## src/verilog/tal_pkg.sv

```systemverilog
// Purpose: shared constants for the temperature-alert sensor link
// Assumes: 20 MHz mclk on both ends
// Notes: register map, field positions, defaults and timing counts
package tal_pkg;
  localparam int MCLK_KHZ = 20000;
  localparam int RST_WAIT_US = 500;
  localparam int RST_WAIT_CYC = (RST_WAIT_US * MCLK_KHZ + 999) / 1000;
  localparam int SCLK_HALF_CYC = 4;
  localparam int ONES_RST = 32;
  localparam logic [2:0] A_STATUS = 3'h0;
  localparam logic [2:0] A_CONFIG = 3'h1;
  localparam logic [2:0] A_TEMP = 3'h2;
  localparam logic [2:0] A_IDENT = 3'h3;
  localparam logic [2:0] A_CRIT = 3'h4;
  localparam logic [2:0] A_HYST = 3'h5;
  localparam logic [2:0] A_UPPER = 3'h6;
  localparam logic [2:0] A_LOWER = 3'h7;
  // identification value is arbitrary
  localparam logic [7:0] IDENT_VAL = 8'h5a;
  localparam logic [7:0] CONFIG_DEF = 8'h00;
  localparam logic [15:0] CRIT_DEF = 16'h4000;
  localparam logic [3:0] HYST_DEF = 4'h5;
  localparam logic [15:0] UPPER_DEF = 16'h2000;
  localparam logic [15:0] LOWER_DEF = 16'h0500;
  localparam int CFG_CMP_BIT = 4;
  localparam int CFG_SD_LSB = 5;
  localparam logic [1:0] CFG_SD_VAL = 2'h3;
  localparam int HYST_SHIFT = 7;
  localparam int CMD_RD_BIT = 6;
  localparam int CMD_ADDR_LSB = 3;
  // host apb map
  localparam logic [7:0] H_CMD = 8'h00;
  localparam logic [7:0] H_WDATA = 8'h04;
  localparam logic [7:0] H_RDATA = 8'h08;
  localparam logic [7:0] H_STATUS = 8'h0c;
  localparam logic [7:0] H_IRQ_STAT = 8'h10;
  localparam logic [7:0] H_IRQ_MASK = 8'h14;
  localparam int HC_RD_BIT = 3;
  localparam int HC_BRINGUP_BIT = 4;
  localparam int IRQ_DONE = 0;
  localparam int IRQ_PASS = 1;
  localparam int IRQ_FAIL = 2;

  function automatic logic reg_is16(input logic [2:0] a);
    return (a == A_TEMP) || (a == A_CRIT) || (a == A_UPPER) || (a == A_LOWER);
  endfunction

  function automatic logic [7:0] cmd_byte(input logic rd, input logic [2:0] a);
    return {1'b0, rd, a, 3'h0};
  endfunction

  function automatic logic [15:0] reg_default(input logic [2:0] a);
    case (a)
      A_CONFIG: return {8'h00, CONFIG_DEF};
      A_IDENT: return {8'h00, IDENT_VAL};
      A_CRIT: return CRIT_DEF;
      A_HYST: return {12'h000, HYST_DEF};
      A_UPPER: return UPPER_DEF;
      A_LOWER: return LOWER_DEF;
      default: return 16'h0000;
    endcase
  endfunction
endpackage
```

## src/verilog/tal_link_if.sv

```systemverilog
// Purpose: four-wire serial link between host and sensor
// Assumes: host drives sclk, cs_n and mosi; sensor drives miso
// Notes: sclk idles high
`timescale 1ns/1ps
interface tal_link_if;
  logic sclk;
  logic cs_n;
  logic mosi;
  logic miso;
  modport dev (input sclk, input cs_n, input mosi, output miso);
  modport host (output sclk, output cs_n, output mosi, input miso);
endinterface

```

## src/verilog/tal_host.sv

```systemverilog
// Purpose: serial master with bring-up sequencer, controlled over apb
// Assumes: miso is asynchronous to mclk_i, sampled by two flops
// Notes: sclk derived from mclk_i by a divider, idles high
//
// The implementer's own choice: the APB register port.
`timescale 1ns/1ps
module tal_host
  import tal_pkg::*;
#(
  parameter int SCLK_HALF = SCLK_HALF_CYC,
  parameter int RST_WAIT = RST_WAIT_CYC
)
(
  input wire logic mclk_i,
  input wire logic reset_i,
  input wire logic psel,
  input wire logic penable,
  input wire logic pwrite,
  input wire logic [7:0] paddr,
  input wire logic [31:0] pwdata,
  output logic [31:0] prdata,
  output logic pready,
  output logic pslverr,
  output logic irq_o,
  tal_link_if.host link
);

  typedef enum logic [2:0] {Q_IDLE, Q_RST, Q_PAUSE, Q_ID, Q_DEF, Q_WCFG, Q_TEMP, Q_ONE} tal_q_t;
  typedef enum logic [1:0] {E_IDLE, E_LO, E_HI, E_GAP} tal_e_t;

  typedef struct packed {
    tal_q_t q;
    tal_e_t e;
    logic pend;
    logic [15:0] div;
    logic [5:0] bitn;
    logic [5:0] nb;
    logic [31:0] tx;
    logic [15:0] rx;
    logic sclk;
    logic csn;
    logic mosi;
    logic miso_m;
    logic miso_s;
    logic [2:0] addr;
    logic rd;
    logic [1:0] idx;
    logic have_prev;
    logic [7:0] prev;
    logic ok;
    logic link_ok;
    logic link_fail;
    logic [15:0] wdata;
    logic [15:0] rdata;
    logic [2:0] ist;
    logic [2:0] imask;
    logic irq;
    logic pready;
    logic pslverr;
    logic [31:0] prdata;
  } tal_host_st_t;

  tal_host_st_t s_r;
  tal_host_st_t s_nxt;

  ////////////////////////////////////////////////////////////////////////////
  function automatic logic [2:0] def_addr(input logic [1:0] i);
    case (i)
      2'h0: return A_CONFIG;
      2'h1: return A_CRIT;
      2'h2: return A_UPPER;
      default: return A_LOWER;
    endcase
  endfunction

  function automatic logic [31:0] rd_frame(input logic [2:0] a);
    return {cmd_byte(1'b1, a), 24'h000000};
  endfunction

  function automatic logic [5:0] frame_len(input logic [2:0] a);
    return reg_is16(a) ? 6'd24 : 6'd16;
  endfunction

  ////////////////////////////////////////////////////////////////////////////
  logic go;
  logic [31:0] gtx;
  logic [5:0] gnb;
  logic done;
  logic [15:0] rxv;
  logic acc;
  logic [2:0] iset;
  logic [2:0] a;

  always_comb
  begin
    s_nxt = s_r;
    s_nxt.miso_m = link.miso;
    s_nxt.miso_s = s_r.miso_m;
    go = 1'b0;
    gtx = rd_frame(A_IDENT);
    gnb = 6'd16;
    iset = 3'h0;
    done = (s_r.e == E_GAP) && (s_r.div == 16'(2 * SCLK_HALF - 1));
    rxv = s_r.rx;
    a = def_addr(s_r.idx);

    case (s_r.q)
      Q_RST:
      begin
        go = 1'b1;
        gtx = 32'hffffffff;
        gnb = 6'(ONES_RST);
        if (done)
        begin
          s_nxt.q = Q_PAUSE;
          s_nxt.div = 16'h0000;
        end
      end
      Q_PAUSE:
      begin
        s_nxt.div = s_r.div + 16'h0001;
        if (s_r.div == 16'(RST_WAIT - 1))
        begin
          s_nxt.q = Q_ID;
          s_nxt.have_prev = 1'b0;
        end
      end
      Q_ID:
      begin
        go = 1'b1;
        if (done)
        begin
          s_nxt.prev = rxv[7:0];
          s_nxt.have_prev = 1'b1;
          if (s_r.have_prev && rxv[7:0] == s_r.prev)
          begin
            s_nxt.q = Q_DEF;
            s_nxt.idx = 2'h0;
            s_nxt.ok = (rxv[7:0] == IDENT_VAL);
          end
        end
      end
      Q_DEF:
      begin
        go = 1'b1;
        gtx = rd_frame(a);
        gnb = frame_len(a);
        if (done)
        begin
          if ((reg_is16(a) ? rxv : {8'h00, rxv[7:0]}) != reg_default(a))
          begin
            s_nxt.ok = 1'b0;
          end
          s_nxt.idx = s_r.idx + 2'h1;
          if (s_r.idx == 2'h3)
          begin
            s_nxt.q = Q_WCFG;
          end
        end
      end
      Q_WCFG:
      begin
        go = 1'b1;
        gtx = {cmd_byte(1'b0, A_CONFIG), s_r.wdata[7:0], 16'h0000};
        if (done)
        begin
          s_nxt.q = Q_TEMP;
        end
      end
      Q_TEMP:
      begin
        go = 1'b1;
        gtx = rd_frame(A_TEMP);
        gnb = 6'd24;
        if (done)
        begin
          s_nxt.q = Q_IDLE;
          s_nxt.rdata = rxv;
          s_nxt.link_ok = s_r.ok;
          s_nxt.link_fail = ~s_r.ok;
          iset[IRQ_PASS] = s_r.ok;
          iset[IRQ_FAIL] = ~s_r.ok;
        end
      end
      Q_ONE:
      begin
        go = 1'b1;
        gtx = {cmd_byte(s_r.rd, s_r.addr), s_r.wdata, 8'h00};
        if (!reg_is16(s_r.addr))
        begin
          gtx[23:16] = s_r.wdata[7:0];
        end
        gnb = frame_len(s_r.addr);
        if (done)
        begin
          s_nxt.q = Q_IDLE;
          s_nxt.rdata = reg_is16(s_r.addr) ? rxv : {8'h00, rxv[7:0]};
          iset[IRQ_DONE] = 1'b1;
        end
      end
      default: s_nxt.q = Q_IDLE;
    endcase

    // serial engine; sclk low phase sets mosi, data sampled late in high phase
    case (s_r.e)
      E_IDLE:
      begin
        if (go && !s_r.pend)
        begin
          s_nxt.pend = 1'b1;
          s_nxt.e = E_LO;
          s_nxt.tx = gtx;
          s_nxt.nb = gnb;
          s_nxt.bitn = 6'h00;
          s_nxt.div = 16'h0000;
          s_nxt.csn = 1'b0;
          s_nxt.sclk = 1'b0;
          s_nxt.mosi = gtx[31];
        end
      end
      E_LO:
      begin
        s_nxt.div = s_r.div + 16'h0001;
        if (s_r.div == 16'(SCLK_HALF - 1))
        begin
          s_nxt.div = 16'h0000;
          s_nxt.sclk = 1'b1;
          s_nxt.e = E_HI;
        end
      end
      E_HI:
      begin
        s_nxt.div = s_r.div + 16'h0001;
        if (s_r.div == 16'(SCLK_HALF - 1))
        begin
          s_nxt.div = 16'h0000;
          s_nxt.rx = {s_r.rx[14:0], s_r.miso_s};
          s_nxt.bitn = s_r.bitn + 6'h01;
          if (s_r.bitn == s_r.nb - 6'h01)
          begin
            s_nxt.e = E_GAP;
            s_nxt.csn = 1'b1;
          end
          else
          begin
            s_nxt.e = E_LO;
            s_nxt.sclk = 1'b0;
            s_nxt.mosi = s_r.tx[30];
            s_nxt.tx = {s_r.tx[30:0], 1'b0};
          end
        end
      end
      default:
      begin
        s_nxt.div = s_r.div + 16'h0001;
        s_nxt.mosi = 1'b0;
        if (done)
        begin
          s_nxt.e = E_IDLE;
          s_nxt.pend = 1'b0;
          s_nxt.div = 16'h0000;
        end
      end
    endcase

    // apb slave, one wait state on every access
    acc = psel && penable && !s_r.pready;
    s_nxt.pready = acc;
    s_nxt.pslverr = 1'b0;
    if (acc)
    begin
      s_nxt.prdata = 32'h00000000;
      case (paddr)
        H_CMD:
        begin
          if (pwrite && s_r.q == Q_IDLE)
          begin
            s_nxt.addr = pwdata[2:0];
            s_nxt.rd = pwdata[HC_RD_BIT];
            s_nxt.q = pwdata[HC_BRINGUP_BIT] ? Q_RST : Q_ONE;
            s_nxt.link_ok = pwdata[HC_BRINGUP_BIT] ? 1'b0 : s_r.link_ok;
            s_nxt.link_fail = pwdata[HC_BRINGUP_BIT] ? 1'b0 : s_r.link_fail;
          end
          s_nxt.prdata = {26'h0, s_r.rd, s_r.q == Q_RST, s_r.rd, s_r.addr};
        end
        H_WDATA:
        begin
          if (pwrite)
          begin
            s_nxt.wdata = pwdata[15:0];
          end
          s_nxt.prdata = {16'h0000, s_r.wdata};
        end
        H_RDATA: s_nxt.prdata = {16'h0000, s_r.rdata};
        H_STATUS: s_nxt.prdata = {29'h0, s_r.link_fail, s_r.link_ok, s_r.q != Q_IDLE};
        H_IRQ_STAT:
        begin
          if (pwrite)
          begin
            s_nxt.ist = s_r.ist & ~pwdata[2:0];
          end
          s_nxt.prdata = {29'h0, s_r.ist};
        end
        H_IRQ_MASK:
        begin
          if (pwrite)
          begin
            s_nxt.imask = pwdata[2:0];
          end
          s_nxt.prdata = {29'h0, s_r.imask};
        end
        default: s_nxt.pslverr = 1'b1;
      endcase
    end
    // new event wins over a clear in the same cycle
    s_nxt.ist = s_nxt.ist | iset;
    s_nxt.irq = |(s_nxt.ist & s_nxt.imask);
  end

  ////////////////////////////////////////////////////////////////////////////
  always_ff @(posedge mclk_i)
  begin
    if (reset_i)
    begin
      s_r <= '0;
      s_r.q <= Q_IDLE;
      s_r.e <= E_IDLE;
      s_r.sclk <= 1'b1;
      s_r.csn <= 1'b1;
    end
    else
    begin
      s_r <= s_nxt;
    end
  end

  assign link.sclk = s_r.sclk;
  assign link.cs_n = s_r.csn;
  assign link.mosi = s_r.mosi;
  assign prdata = s_r.prdata;
  assign pready = s_r.pready;
  assign pslverr = s_r.pslverr;
  assign irq_o = s_r.irq;

endmodule

```

## src/flat_wrapper.sv

```systemverilog
// flat-port wrapper written by rule: the top's interface ports become plain ports
module tal_host_flat import tal_pkg::*;
#(
  parameter int SCLK_HALF = SCLK_HALF_CYC,
  parameter int RST_WAIT = RST_WAIT_CYC
)
  (mclk_i, reset_i, psel, penable, pwrite, paddr, pwdata, prdata, pready, pslverr, irq_o, link_sclk, link_cs_n, link_mosi, link_miso);
  tal_link_if link_i ();
  input wire logic mclk_i;
  input wire logic reset_i;
  input wire logic psel;
  input wire logic penable;
  input wire logic pwrite;
  input wire logic [7:0] paddr;
  input wire logic [31:0] pwdata;
  output logic [31:0] prdata;
  output logic pready;
  output logic pslverr;
  output logic irq_o;
  output wire logic [$bits(link_i.sclk)-1:0] link_sclk;
  output wire logic [$bits(link_i.cs_n)-1:0] link_cs_n;
  output wire logic [$bits(link_i.mosi)-1:0] link_mosi;
  input wire logic [$bits(link_i.miso)-1:0] link_miso;
  assign link_sclk = link_i.sclk;
  assign link_cs_n = link_i.cs_n;
  assign link_mosi = link_i.mosi;
  assign link_i.miso = link_miso;
  tal_host #(.SCLK_HALF(SCLK_HALF), .RST_WAIT(RST_WAIT)) u_core (.mclk_i(mclk_i), .reset_i(reset_i), .psel(psel), .penable(penable), .pwrite(pwrite), .paddr(paddr), .pwdata(pwdata), .prdata(prdata), .pready(pready), .pslverr(pslverr), .irq_o(irq_o), .link(link_i));
endmodule
```

## config.mk

```make
export PLATFORM = sky130hd
export DESIGN_NAME = tal_host_flat
export DESIGN_NICKNAME = d
export VERILOG_FILES = /design/src/verilog/tal_pkg.sv /design/src/verilog/tal_link_if.sv /design/src/verilog/tal_host.sv /design/src/flat_wrapper.sv
export SDC_FILE = /design/constraint.sdc
export NUM_CORES = 1
export LEC_CHECK = 0
export BUFFER_PORTS_ARGS = -buffer_cell sky130_fd_sc_hd__clkbuf_2
export CORE_MARGIN = 3
export CORE_UTILIZATION = 47
export DETAILED_ROUTE_END_ITERATION = 6
export GPL_TIMING_DRIVEN = 0
export HOLD_SLACK_MARGIN = 0.03
export PLACE_DENSITY = 0.64
export SLEW_MARGIN = 20
export SYNTH_ARGS = -nofsm -noshare
export SYNTH_HDL_FRONTEND = slang
export SYNTH_SLANG_ARGS = --single-unit
```

## constraint.sdc

```tcl
create_clock -name mclk_i -period 3.97 [get_ports mclk_i]
set_clock_uncertainty 0.15 [all_clocks]
set_input_delay 1.191 -clock mclk_i [delete_from_list [all_inputs] [get_ports mclk_i]]
set_output_delay 1.191 -clock mclk_i [all_outputs]
set_load 0.05 [all_outputs]
```

==> qor.csv <==
stage,metric,value,unit
synthesis,cell taking the most area after synthesis,dfxtp_1,
floorplanning,Rows,46,
synthesis,yosys warns,0,
drt,Max Used Layer,met4,
critical_path,"Arr. time, crit path",3.16,ns
drt,DRC errors left,0,
critical_path,CP Data Required Time,4.13,ns
place,IO Port Bufs,49,
layout,Final Cell Area,0.008876,sq mm
drt,"antenna viol nets, final",0,
critical_path,"Critical Path, Cell by Cell",clkbuf_2 -> or4_1 -> nor2_1 -> nand4_1 -> mux2i_1 -> nor3_1 -> or3_1,
drt,Pre-Repair DR Iteration Count,5,
synthesis,Post-synth EDFFs,0,
drt,met3 WL,1105,um
synthesis,Post-Syn Area,0.007707,sq mm
synthesis,"Distinct cells, synth",75,
critical_path,"CP delay by family, top",simple AND/OR/NAND/NOR gates,
layout,layout cells sized above 1,14.43,%
place,Placed Area,0.008279,sq mm
critical_path,flop-to-flop setup slack,1.05,ns
critical_path,"Worst Path Class, Setup",input port to flop,
floorplanning,CORE AREA,0.01594,sq mm
pwr,leak pwr,0.003113,uW
pwr,Worst IR Drop VDD,0.2940,mV
layout,area grow syn2layout,15.16,%
critical_path,Worst Path Buf+Inv,1,
sta,period utilization,75.67,%
global_route,GRT Overall Usage,23.17,%
clock_tree,Post-CTS Setup Bufs,0,
clock_tree,clock-pin slew on the worst setup and hold paths,0.06,ns
global_route,vias in the first global route,6181,
global_route,first-pass GRT wire length,33180,um
sta,Final min period,3.004,ns
place,detailed placer's ending HPWL,15360,um
drt,WL/cell,16.33,um
drt,routed vias,6854,
drt,Metal-1 WL,9974,um
clock_tree,clk_lat worst skew,0.43,ns
drt,initial drt markers,445,
clock_tree,CTS tree,built,
synthesis,post-synth top area share,41.04,%
status,status,finished clean,
critical_path,slowest cell delay on critical path,0.60,ns
synthesis,Syn Area/Cell,8.054,sq um
sta,Worst-Margin Slew,1.119,ns
drt,routed wire length,20720,um
floorplanning,Starting Density,48.34,%
layout,# diodes,0,
sta,setup TNS,0,ns
sta,Slew headroom,25.22,%
sta,post-route setup slack,0.9659,ns
floorplanning,die footprint,0.01797,sq mm
synthesis,sequential area share after synthesis,41.04,%
synthesis,asr flop ratio synth,0,%
clock_tree,Inserted Clock Buffers,17,
run,Max-Cap Viols,0,
hold_path,Hold Crit Class,flop to flop,
sta,"Slew Viols, Final",0,
synthesis,#FFs+latches synth,158,
pwr,final total power,4232,uW
critical_path,nature of the critical path endpoint,flop,
pwr,Power per Cell Area,476.8,mW/mm^2
sta,final number of setup-violating endpoints,0,
clock_tree,# hold bufs at CTS,0,
clock_tree,Root Driver,clkbuf_16,
synthesis,main flop type after synthesis,dfxtp_1,
sta,Fmax achieved,332.9,MHz
sta,Final Hold Viols,0,
clock_tree,Longest Clk Path Bufs,2,
layout,Final nets,1099,
critical_path,critical path's slowest cell,or4_1,
drt,met2 WL,9086,um
clock_tree,CTS sink count,158,
place,routability congestion estimate,0.9236,
global_route,grt ovf,0,
sta,RSZ-0062 raised after global routing,no,
global_route,largest net degree at the start of global routing,17,
place,pre-CTS setup slack,0.5158,ns
drt,vias per cell,5.401,
floorplanning,io pins,84,
critical_path,Startpoint Class,input port,
floorplanning,Die H,134.1,um
floorplanning,Die Span X,134.1,um
critical_path,worst-path fanout max,5,
global_route,initial antenna violation count,0,
clock_tree,Post-CTS Resized,0,
synthesis,synth top area cells,"dfxtp_1 41%, a21oi_1 7.9%, nand2_1 7.2%",
synthesis,Mapped Cells,957,
clock_tree,CTS H-tree depth,4,
[routing by layer]
layer  global-route usage (%)  vias to the layer above
met5                        0                        -
li1                         -                     3479
met1                    32.76                     3160
met3                    4.276                       36
met2                    35.29                      179
met4                    8.937                        0
[Yosys cell counts, types with 12 or more instances]
cell type,number
a211oi_1,34
a21oi_1,122
nor3_1,20
buf_4,36
o21ai_0,21
ha_1,13
nand3_1,48
clkbuf_1,47
inv_1,16
mux2i_1,17
dfxtp_1,158
a22oi_1,12
nor2_1,99
xnor2_1,25
nand2_1,147
[cell type report]
| type | count | area, sq um |
|---|---|---|
| plain buffers | 96 | 515.5 |
| clock buffers | 18 | 439.2 |
| clock inverters | 14 | 157.7 |
| fillers | 1537 | 7067 |
| inverters | 16 | 60.06 |
| multi-input cells | 702 | 4025 |
| flip-flops and latches | 158 | 3163 |
| well taps | 216 | 270.3 |
| repair buffers | 49 | 245.2 |
[layout by cell type, fill, tap and decap left out, types with 20 or more instances in the layout]
master,count
dfxtp_1,158
nor3_1,20
nand3_1,48
a211oi_1,34
nand2_1,147
buf_4,36
a21oi_1,122
clkbuf_2,49
o21ai_0,21
nor2_1,99
clkbuf_1,47
xnor2_1,25
[final timing paths]
kind	startpoint	end	depth (start not counted)
hold reg to reg	u_core.s_nxt[91]	u_core.s_r[91]	1
hold / removal	u_core.s_nxt[91]	u_core.s_r[91]	1
setup reg to reg	u_core.s_r[173]	u_core.s_r[135]	6
setup / recovery	paddr[1]	u_core.irq_o	7
[flip-flops by register name (all words and copies together), names as in the netlist]
signal	count
u_core.irq_o	1
u_core.link.cs_n	1
u_core.link.mosi	1
u_core.link.sclk	1
u_core.prdata	16
u_core.pready	1
u_core.pslverr	1
u_core.rxv	16
u_core.s_nxt	1
u_core.s_r	119
[cells by family (layout without fill, tap and decap cells)]
logic type,count (synthesis),after routing,share of synthesized area [%]
compound gates,234,234,19.16
xor+xnor,31,31,3.717
fa+ha+maj,14,14,2.240
buf+inv,112,193,7.468
flops,158,158,41.04
mux,18,18,2.500
other cells,1,16,0.04865
simple gates,389,389,23.83
[power by group]
part	internal [uW]	total, uW	switching (uW)
Clock	955	1650	697
Combinational	259	739	481
Sequential	1750	1840	91.2
Total	2960	4230	1270
[stage by stage]
stage | hold slack [ns] | utilization (%) | std cells
finish | 0.2842 | 55.67 | 1269
global route | 0.3163 | 55.67 | 1269
CTS | 0.2887 | 55.67 | 1269
detailed placement | 0.2739 | 51.93 | 1237
global placement | 0.2686 | 51.93 | 1237
floorplan | 0.2638 | - | 972
Note: power is estimated with default switching activity, not from simulation.
